## src/obcd_pkg.sv

```systemverilog
/*
 package of the option byte configuration decoder: field positions, reset
 values, enumerations, carrier structs and the decode function.
 assumes one 50 MHz clock and a synchronous active-high reset.
*/
// What this block does
// - clock byte bits 7:6 select startup clock
// - clock byte bits 3:2 select supervisor threshold
// - watchdog type 0 runs always, 1 software start
// - halt bit 1 resets on halt if watchdog
// - readout protect blocks external read and write
// - option erase under readout protect erases memory first
// - write protect forever refuses memory and bit changes
// - sector bit selects half or one kilobyte
// - option bytes accessed only in programming mode
// - blank program memory holds erased ff bytes
// - unprogrammed default selects internal rc clock
package obcd_pkg;

    localparam int         OPT_W         = 8;      // option byte width
    localparam logic [7:0] PROT_RESET    = 8'hf0;  // protect byte default
    localparam logic [7:0] CLKSUP_RESET  = 8'h2f;  // clock byte default, rc clock
    localparam logic [7:0] ERASED_BYTE   = 8'hff;  // erased flash value
    localparam logic       IDX_PROT      = 1'b0;   // protect byte index
    localparam logic       IDX_CLKSUP    = 1'b1;   // clock byte index
    // clock byte field positions
    localparam int         CLK_SEL_LO    = 6;
    localparam int         RSV_ONE_POS   = 5;
    localparam int         RSV_ZERO_POS  = 4;
    localparam int         SUP_LO        = 2;
    localparam int         WDG_TYPE_POS  = 1;
    localparam int         HALT_RST_POS  = 0;
    // protect byte field positions
    localparam int         RSV_HI_LO     = 4;
    localparam int         RSV3_POS      = 3;
    localparam int         SECTOR_POS    = 2;
    localparam int         ROP_POS       = 1;
    localparam int         WP_POS        = 0;
    // sector 0 sizes in bytes
    localparam int         SECTOR_SMALL  = 512;
    localparam int         SECTOR_LARGE  = 1024;

    typedef enum logic [1:0] {
        CLK_INT_RC    = 2'h0,
        CLK_WAKEUP_RC = 2'h1,
        CLK_RESERVED  = 2'h2,
        CLK_EXT_PIN   = 2'h3
    } obcd_clk_e;

    typedef enum logic [1:0] {
        SUP_LOWEST  = 2'h0,
        SUP_MEDIUM  = 2'h1,
        SUP_HIGHEST = 2'h2,
        SUP_OFF     = 2'h3
    } obcd_sup_e;

    typedef enum logic [2:0] {
        OP_OPT_READ  = 3'h0,
        OP_OPT_WRITE = 3'h1,
        OP_OPT_ERASE = 3'h2,
        OP_MEM_ERASE = 3'h3,
        OP_MEM_WRITE = 3'h4,
        OP_MEM_READ  = 3'h5
    } obcd_op_e;

    // gray codes along idle, erase, wait, clear
    typedef enum logic [1:0] {
        ST_IDLE      = 2'h0,
        ST_MEM_ERASE = 2'h1,
        ST_WAIT_MEM  = 2'h3,
        ST_OPT_CLEAR = 2'h2
    } obcd_state_e;

    typedef struct packed {
        obcd_clk_e startup_clock_select;
        logic      clock_reserved;
        obcd_sup_e supervisor_threshold_select;
        logic      supervisor_on;
        logic      watchdog_type_select;
        logic      watchdog_halt_reset;
        logic      first_sector_size;
        logic      readout_protect;
        logic      permanent_write_protect;
        logic      reserved_bits_bad;
    } obcd_cfg_s;

    typedef struct packed {
        obcd_op_e   op;
        logic       idx;
        logic [7:0] data;
    } obcd_req_s;

    // decode both option bytes into settings
    function automatic obcd_cfg_s obcd_decode(input logic [7:0] prot, input logic [7:0] clks);
        obcd_cfg_s c;
        c.startup_clock_select        = obcd_clk_e'(clks[CLK_SEL_LO +: 2]);
        c.clock_reserved              = (clks[CLK_SEL_LO +: 2] == CLK_RESERVED);
        c.supervisor_threshold_select = obcd_sup_e'(clks[SUP_LO +: 2]);
        c.supervisor_on               = (clks[SUP_LO +: 2] != SUP_OFF);
        c.watchdog_type_select        = clks[WDG_TYPE_POS];
        c.watchdog_halt_reset         = clks[HALT_RST_POS];
        c.first_sector_size           = prot[SECTOR_POS];
        c.readout_protect             = prot[ROP_POS];
        c.permanent_write_protect     = prot[WP_POS];
        // flags a tool that broke the reserved pattern
        c.reserved_bits_bad = !clks[RSV_ONE_POS] || clks[RSV_ZERO_POS]
                              || (prot[RSV_HI_LO +: 4] != 4'hf) || prot[RSV3_POS];
        return c;
    endfunction : obcd_decode

endpackage : obcd_pkg

```

## src/obcd_option_store.sv

```systemverilog
/*
 non-volatile store of the two option bytes, read data straight from
 registers. assumes the top sequences erase, write and init exclusively.
*/
`timescale 1ns/1ns
module obcd_option_store
    import obcd_pkg::*;
(
    input  wire logic       clk_in,          // system clock
    input  wire logic       init_in,         // factory blank load
    input  wire logic       erase_in,        // erase both bytes to ff
    input  wire logic       wr_en_in,        // program one byte
    input  wire logic       wr_idx_in,       // byte index
    input  wire logic [7:0] wr_data_in,      // byte value
    output logic      [7:0] prot_byte_out,   // protect byte
    output logic      [7:0] clksup_byte_out  // clock byte
);
    // contents survive reset on purpose: this models flash cells
    logic [7:0] mem_ff [2];  // cell array

    // one write source per cycle, init has priority
    always_ff @(posedge clk_in)
    begin
        if (init_in)
        begin
            mem_ff[IDX_PROT]   <= PROT_RESET;
            mem_ff[IDX_CLKSUP] <= CLKSUP_RESET;
        end
        else if (erase_in)
        begin
            mem_ff[IDX_PROT]   <= ERASED_BYTE;
            mem_ff[IDX_CLKSUP] <= ERASED_BYTE;
        end
        else if (wr_en_in)
        begin
            mem_ff[wr_idx_in] <= wr_data_in;
        end
    end

    // registered read of both cells
    always_ff @(posedge clk_in)
    begin
        prot_byte_out   <= mem_ff[IDX_PROT];
        clksup_byte_out <= mem_ff[IDX_CLKSUP];
    end

endmodule : obcd_option_store

```

## src/obcd_top.sv

```systemverilog
/*
 option byte configuration decoder: option store access from the
 programming tool, protection checks, erase sequencing and latched
 settings. assumes requests and memory handshakes on clk_in, and a
 programming mode strap that arrives asynchronously on a pin.
*/
`timescale 1ns/1ns
module obcd_top
    import obcd_pkg::*;
(
    input  wire logic                clk_in,               // 50 MHz clock
    input  wire logic                reset_in,             // sync reset, high
    input  wire logic                nvm_init_in,          // blank part load
    input  wire logic                prog_mode_pin_in,     // async programming pin
    input  wire logic                req_valid_in,         // tool request strobe
    input  wire obcd_pkg::obcd_req_s req_in,               // tool request
    input  wire logic                mem_erase_done_in,    // memory erase finished
    input  wire logic                watchdog_type_select_enable_in,     // software starts watchdog
    input  wire logic                halt_entry_in,        // cpu enters halt
    output obcd_pkg::obcd_cfg_s      config_out,           // latched settings
    output logic                     busy_out,             // sequence running
    output logic                     resp_valid_out,       // answer strobe
    output logic                     resp_ok_out,          // request granted
    output logic               [7:0] resp_data_out,        // option read data
    output logic                     mem_erase_out,        // full memory erase
    output logic                     mem_read_allow_out,   // external read allowed
    output logic                     mem_write_allow_out,  // memory write allowed
    output logic                     watchdog_enable_out,  // watchdog running
    output logic                     halt_reset_out        // reset from halt
);
    import obcd_pkg::*;

    logic        sync1_ff, sync2_ff, sync3_ff;  // pin synchroniser
    logic        prog_mode_ff;                  // filtered mode
    logic [7:0]  prot_byte, clksup_byte;        // store contents
    obcd_state_e state_ff, nxt_state;           // erase sequencer
    logic        chain_opt_ff, nxt_chain_opt;   // option erase follows
    logic        take, ok, long_op;             // request decode
    logic        store_wr, store_erase;         // store strobes
    logic        rop_now, wp_now;               // live protection
    obcd_cfg_s   config_ff;
    logic        busy_ff, resp_valid_ff, resp_ok_ff, mem_erase_ff;
    logic        rd_allow_ff, wr_allow_ff, wdg_en_ff, halt_rst_ff;
    logic [7:0]  resp_data_ff;

    assign rop_now = prot_byte[ROP_POS];
    assign wp_now  = prot_byte[WP_POS];

    // three stages; the change counts once stages two and three agree
    always_ff @(posedge clk_in)
    begin
        if (reset_in)
        begin
            sync1_ff     <= 1'b0;
            sync2_ff     <= 1'b0;
            sync3_ff     <= 1'b0;
            prog_mode_ff <= 1'b0;
        end
        else
        begin
            sync1_ff <= prog_mode_pin_in;
            sync2_ff <= sync1_ff;
            sync3_ff <= sync2_ff;
            if (sync2_ff == sync3_ff)
                prog_mode_ff <= sync3_ff;
        end
    end

    // grant or refuse a request against mode and protection
    always_comb
    begin
        take = req_valid_in && (state_ff == ST_IDLE);
        ok   = 1'b0;
        case (req_in.op)
            OP_OPT_READ:  ok = prog_mode_ff;
            OP_OPT_WRITE: ok = prog_mode_ff && !(wp_now &&
                               req_in.idx == IDX_PROT && !req_in.data[WP_POS]);
            OP_OPT_ERASE: ok = prog_mode_ff && !wp_now;
            OP_MEM_ERASE: ok = !wp_now;
            OP_MEM_WRITE: ok = !wp_now && !rop_now;
            OP_MEM_READ:  ok = !rop_now;
            default:      ok = 1'b0;                                // unknown op refused
        endcase
        // memory erase, or option erase that must wipe memory first
        long_op = ok && ((req_in.op == OP_MEM_ERASE) ||
                         (req_in.op == OP_OPT_ERASE && rop_now));
    end

    // sequencer next state
    always_comb
    begin
        nxt_state     = state_ff;
        nxt_chain_opt = chain_opt_ff;
        case (state_ff)
            ST_IDLE:
            begin
                if (take && long_op)
                begin
                    nxt_state     = ST_MEM_ERASE;
                    nxt_chain_opt = (req_in.op == OP_OPT_ERASE);
                end
                else if (take && ok && req_in.op == OP_OPT_ERASE)
                    nxt_state = ST_OPT_CLEAR;
            end
            ST_MEM_ERASE: nxt_state = ST_WAIT_MEM;
            ST_WAIT_MEM:
            begin
                // options stay intact until memory is gone
                if (mem_erase_done_in)
                    nxt_state = chain_opt_ff ? ST_OPT_CLEAR : ST_IDLE;
            end
            ST_OPT_CLEAR: nxt_state = ST_IDLE;
            default:      nxt_state = ST_IDLE;
        endcase
    end

    // sequencer registers
    always_ff @(posedge clk_in)
    begin
        if (reset_in)
        begin
            state_ff     <= ST_IDLE;
            chain_opt_ff <= 1'b0;
        end
        else
        begin
            state_ff     <= nxt_state;
            chain_opt_ff <= nxt_chain_opt;
        end
    end

    // a granted option write taken in ST_IDLE drives the store write path
    assign store_wr    = take && ok && (req_in.op == OP_OPT_WRITE);
    assign store_erase = (state_ff == ST_OPT_CLEAR);

    obcd_option_store u_store (
        .clk_in          (clk_in),
        .init_in         (nvm_init_in),
        .erase_in        (store_erase),
        .wr_en_in        (store_wr),
        .wr_idx_in       (req_in.idx),
        .wr_data_in      (req_in.data),
        .prot_byte_out   (prot_byte),
        .clksup_byte_out (clksup_byte)
    );

    // answer one cycle after a short request or at sequence end
    always_ff @(posedge clk_in)
    begin
        if (reset_in)
        begin
            resp_valid_ff <= 1'b0;
            resp_ok_ff    <= 1'b0;
            resp_data_ff  <= 8'h00;
        end
        else
        begin
            resp_valid_ff <= 1'b0;
            if (take && !long_op && !(ok && req_in.op == OP_OPT_ERASE))
            begin
                resp_valid_ff <= 1'b1;
                resp_ok_ff    <= ok;
                resp_data_ff  <= (ok && req_in.op == OP_OPT_READ) ?
                                 ((req_in.idx == IDX_PROT) ? prot_byte : clksup_byte) : 8'h00;
            end
            else if (store_erase || (state_ff == ST_WAIT_MEM && mem_erase_done_in
                                     && !chain_opt_ff))
            begin
                resp_valid_ff <= 1'b1;
                resp_ok_ff    <= 1'b1;
                resp_data_ff  <= 8'h00;
            end
        end
    end

    // erase pulse and busy follow the next state
    always_ff @(posedge clk_in)
    begin
        if (reset_in)
        begin
            mem_erase_ff <= 1'b0;
            busy_ff      <= 1'b0;
        end
        else
        begin
            mem_erase_ff <= (nxt_state == ST_MEM_ERASE);
            busy_ff      <= (nxt_state != ST_IDLE);
        end
    end

    // live protection levels for the memory controller
    always_ff @(posedge clk_in)
    begin
        if (reset_in)
        begin
            rd_allow_ff <= 1'b0;
            wr_allow_ff <= 1'b0;
        end
        else
        begin
            rd_allow_ff <= !rop_now;
            wr_allow_ff <= !rop_now && !wp_now;
        end
    end

    // settings follow the store only while reset is held
    always_ff @(posedge clk_in)
    begin
        if (reset_in)
            config_ff <= obcd_decode(prot_byte, clksup_byte);
    end

    // hardware type runs from reset; software type is sticky once started
    always_ff @(posedge clk_in)
    begin
        if (reset_in)
            wdg_en_ff <= 1'b0;
        else
            wdg_en_ff <= !config_ff.watchdog_type_select || wdg_en_ff || watchdog_type_select_enable_in;
    end

    // halt entry with active watchdog and halt bit set resets
    always_ff @(posedge clk_in)
    begin
        if (reset_in)
            halt_rst_ff <= 1'b0;
        else
            halt_rst_ff <= halt_entry_in && config_ff.watchdog_halt_reset && wdg_en_ff;
    end

    assign config_out          = config_ff;
    assign busy_out            = busy_ff;
    assign resp_valid_out      = resp_valid_ff;
    assign resp_ok_out         = resp_ok_ff;
    assign resp_data_out       = resp_data_ff;
    assign mem_erase_out       = mem_erase_ff;
    assign mem_read_allow_out  = rd_allow_ff;
    assign mem_write_allow_out = wr_allow_ff;
    assign watchdog_enable_out = wdg_en_ff;
    assign halt_reset_out      = halt_rst_ff;
endmodule : obcd_top

```

## config.mk

```make
export PLATFORM = sky130hd
export DESIGN_NAME = obcd_top
export DESIGN_NICKNAME = d
export VERILOG_FILES = /design/src/obcd_pkg.sv /design/src/obcd_option_store.sv /design/src/obcd_top.sv
export SDC_FILE = /design/constraint.sdc
export NUM_CORES = 1
export LEC_CHECK = 0
export ABC_AREA = 0
export ABC_CLOCK_PERIOD_IN_PS = 5000
export BUFFER_PORTS_ARGS = -buffer_cell sky130_fd_sc_hd__buf_2
export CORE_MARGIN = 2
export CORE_UTILIZATION = 50
export CTS_CLUSTER_DIAMETER = 120
export DETAILED_ROUTE_END_ITERATION = 8
export MAX_ROUTING_LAYER = met4
export PLACE_DENSITY = 0.75
export SLEW_MARGIN = 30
export SYNTH_ARGS = -nofsm -noshare
export SYNTH_HDL_FRONTEND = slang
export SYNTH_SLANG_ARGS = --single-unit
```

## constraint.sdc

```tcl
create_clock -name clk_in -period 5 [get_ports clk_in]
set_input_delay 0.75 -clock clk_in [delete_from_list [all_inputs] [get_ports clk_in]]
set_output_delay 0.75 -clock clk_in [all_outputs]
set_load 0.05 [all_outputs]
```

==> key figures <==
GRT
  – First-pass GRT wire length: around 6300 um
  – Largest net degree at the start of global routing: 29
  – Total GRT Usage: approximately 17%
  – Grt total ovfl: 0
  – Initial antenna violation count: 0
  – Vias in the first global route: 1,319

Worst setup path
  – Kind of start point of the critical path: input port
  – Worst Path Arrival: between 2 and 2.5 ns
  – WP data required: slightly below 5 ns
  – R2R depth: 3
  – Crit. End Element: register
  – Crit path kind: input port to register
  – Worst Path Max Fanout: 8

Logic synthesis
  – Synth unique cells: 34
  – Syn Area/Cell: between 10 and 15 um^2
  – Mapped cell area: about 0.0023 mm^2
  – Post-synthesis sequential area ratio: a little over two thirds
  – Yosys Warn Count: 0
  – Syn_nets: 181
  – Syn Inst Count: about 160
  – Count of state elements after synthesis: 67

Clocking
  – Post-CTS Setup Inserts: 0
  – H-Tree Level Count: 3
  – CTS tree: built
  – Clk buf depth: 2
  – Clock Pin Slew Worst Setup and Hold Paths: roughly 0.06 ns
  – Post-cts gate resize count: 0
  – CTS Hold Bufs: 0
  – CTS sink cnt: 67
  – Clk_lat worst skew: approximately 0.32 ns
  – CTS root buffer: clkbuf_8
  – TritonCTS Buffers: 9

STA
  – RSZ-0062 raised after global routing: no
  – Final Hold Viols: 0
  – Final setup vio count: 0
  – Max Clk Rate: between 400 and 500 MHz
  – Final period utilization: 42.70%
  – Headroom to the max-slew limit: 47.60%
  – Final Max Slew Viols: 0
  – Worst-margin pin slew: between 0.7 and 0.8 ns
  – TNS Setup: 0 ns
  – Final clock skew: about 0.0057 ns
  – Tmin final: around 2.1 ns

Placed design
  – Port bufs: 47
  – HPWL after DPL: roughly 2800 um
  – Placed Cells incl. Taps: about 260
  – RePlAce Congestion: 0.8499

Layout
  – Multi-input logic area: about 650 um^2
  – Layout area overhead: 20.84%
  – Share of layout cells above drive strength 1: between 30% and 40%
  – Post-Layout Cell Count: between 200 and 300
  – Register area: approximately 0.0016 mm^2
  – ANT cells: 0
  – Nets: about 240
  – # fillers: about 340

Route
  – Post-route DRC violation count: 0
  – DR iter-0 viols: between 60 and 70
  – Antenna Nets Post-Route: 0
  – Drt wl/cell: 14.26 um
  – Via Count: roughly 1,400
  – DRT Pass-1 Iters: 4
  – Vias/cell: approximately 5.3
  – Final wirelength: approximately 3900 um

Power
  – VDD IR max: around 0.22 mV
  – Int Power: 0.0008439 W
  – Total power: about 0.0011 W
  – Combinational power share: under 10%
  – Sw frac: between 20% and 30%
  – NetSw: between 0.0002 and 0.00025 W
  – Pleak: ~1.1 nW
  – Sequential Power Share: a little over half
  – Power Density: between 300 and 400 mW/mm^2
  – Clock power frac: about two fifths

Run status
  – Status: completed

Die
  – Rows: 24
  – Initial Util: between 50% and 60%
  – Die X: between 70 and 80 um
  – Die area: 0.005144 mm^2
  – Die height: 71.73 um
  – Total core area: 0.004384 mm^2
  – Io pins: between 40 and 50

Job
  – Total of max-cap violations: 0

Worst hold path
  – Hold Crit Class: register to register
  – Hold depth: 0
-- stage by stage --
stage	setup slack (ns)	util, %	area, um^2	hold slack (ns)
after floorplan	2.883	-	2293	0.3233
final	2.865	63.21	2771	0.3388
after CTS	2.869	63.21	2771	0.3412
after global placement	2.596	58.82	2579	0.3239
after global routing	2.713	63.21	2771	0.3462
after detailed placement	2.518	58.82	2579	0.3278
-- placed cells by master (no fill, tap or decap), types with 2 or more instances in the layout --
cell	n
a21o_1	7
a21oi_1	7
buf_2	47
clkbuf_8	10
clkinv_2	3
dfxtp_1	39
edfxtp_1	28
inv_1	3
mux2i_1	8
nand2_1	4
nand2b_1	10
nand4_1	3
nor2_1	7
nor2b_1	6
nor3b_1	2
nor4b_4	2
o21ai_0	2
o21bai_1	2
o2bb2ai_1	8
or3_1	5
-- worst max-delay path: stages --
cell,delay (ns)
buf_2,0.13
nor4b_4,0.34
o2111ai_1,0.20
o21bai_1,0.66
-- layout make-up --
type	count	share of cell area (%)
Clock inverter	5	1.851
Inverter	3	0.4063
Clock buffer	11	5.102
Sequential cell	67	58.51
Tap cell	52	2.348
Multi-Input combinational cell	88	23.30
Timing Repair Buffer	47	8.488
-- layer usage --
metal / wire length [um] / global-route usage (%)
met1: 1790 / 21.77
met2: 1811 / 24.38
met3: 214 / 4.079
met4: 76 / 10.06
met5: 0 / -
-- power by group through the flow --
stage	Sequential (W)	Clock [W]	Combinational (W)
after floorplan	0.000621	0	0.0000243
after global placement	0.000599	0	0.0000680
after detailed placement	0.000599	0	0.0000689
after CTS	0.000587	0.000440	0.0000692
after global routing	0.000588	0.000460	0.0000739
final	0.000587	0.000430	0.0000688
-- path summary, 6_finish.rpt --
kind / start / to / slack (ns)
setup / recovery: req_in[11] / u_store.mem_ff[0][2] / 2.86
hold / removal: u_store.mem_ff[1][0] / u_store.clksup_byte_out[0] / 0.34
setup reg to reg: state_ff[0] / u_store.mem_ff[0][2] / 3.05
hold reg to reg: u_store.mem_ff[1][0] / u_store.clksup_byte_out[0] / 0.34
-- synthesized netlist by cell type --
library cell	count	area, um^2
edfxtp_1	28	840.8
and3_1	1	6.260
or3_1	5	31.28
a31oi_1	1	6.260
nor3b_2	1	12.51
or4b_2	1	10.01
inv_1	3	11.26
o21ba_2	1	10.01
o21ai_0	2	10.01
o21bai_1	2	15.01
nor3b_1	2	15.01
dfxtp_1	39	780.8
a31o_1	1	8.760
a211oi_1	1	7.510
and4_1	1	8.760
a21o_1	7	52.55
nor2_1	7	26.28
o2111ai_1	1	8.760
nor3_2	1	10.01
mux2i_1	8	80.08
o32a_1	1	10.01
o2bb2ai_1	8	70.07
nand2b_1	10	62.56
nor4b_4	2	47.55
nor2b_1	6	37.54
nand2_1	4	15.01
nor4bb_1	1	10.01
nor3_1	1	5.000
clkbuf_1	2	7.510
a21oi_1	7	35.03
o22ai_1	1	6.260
a21oi_2	1	8.760
nand4_1	3	18.77
buf_4	1	7.510
-- cells by family (layout without fill, tap and decap cells) --
family	Yosys count	count (layout)	synth area share, %
AO/OA/AOI/OAI	34	34	10.86
buffers and inverters	6	66	1.146
flip-flops	67	67	70.70
multiplexers	8	8	3.492
AND/OR/NAND/NOR	46	46	13.80
-- registers in the layout (all words and copies together), names as in the netlist, 2 cells and up --
register                 flops
u_store.mem_ff              16
config_out                  12
resp_data_out                8
u_store.clksup_byte_out      8
u_store.prot_byte_out        8
state_ff                     2
Note: power is estimated with default switching activity, not from simulation.
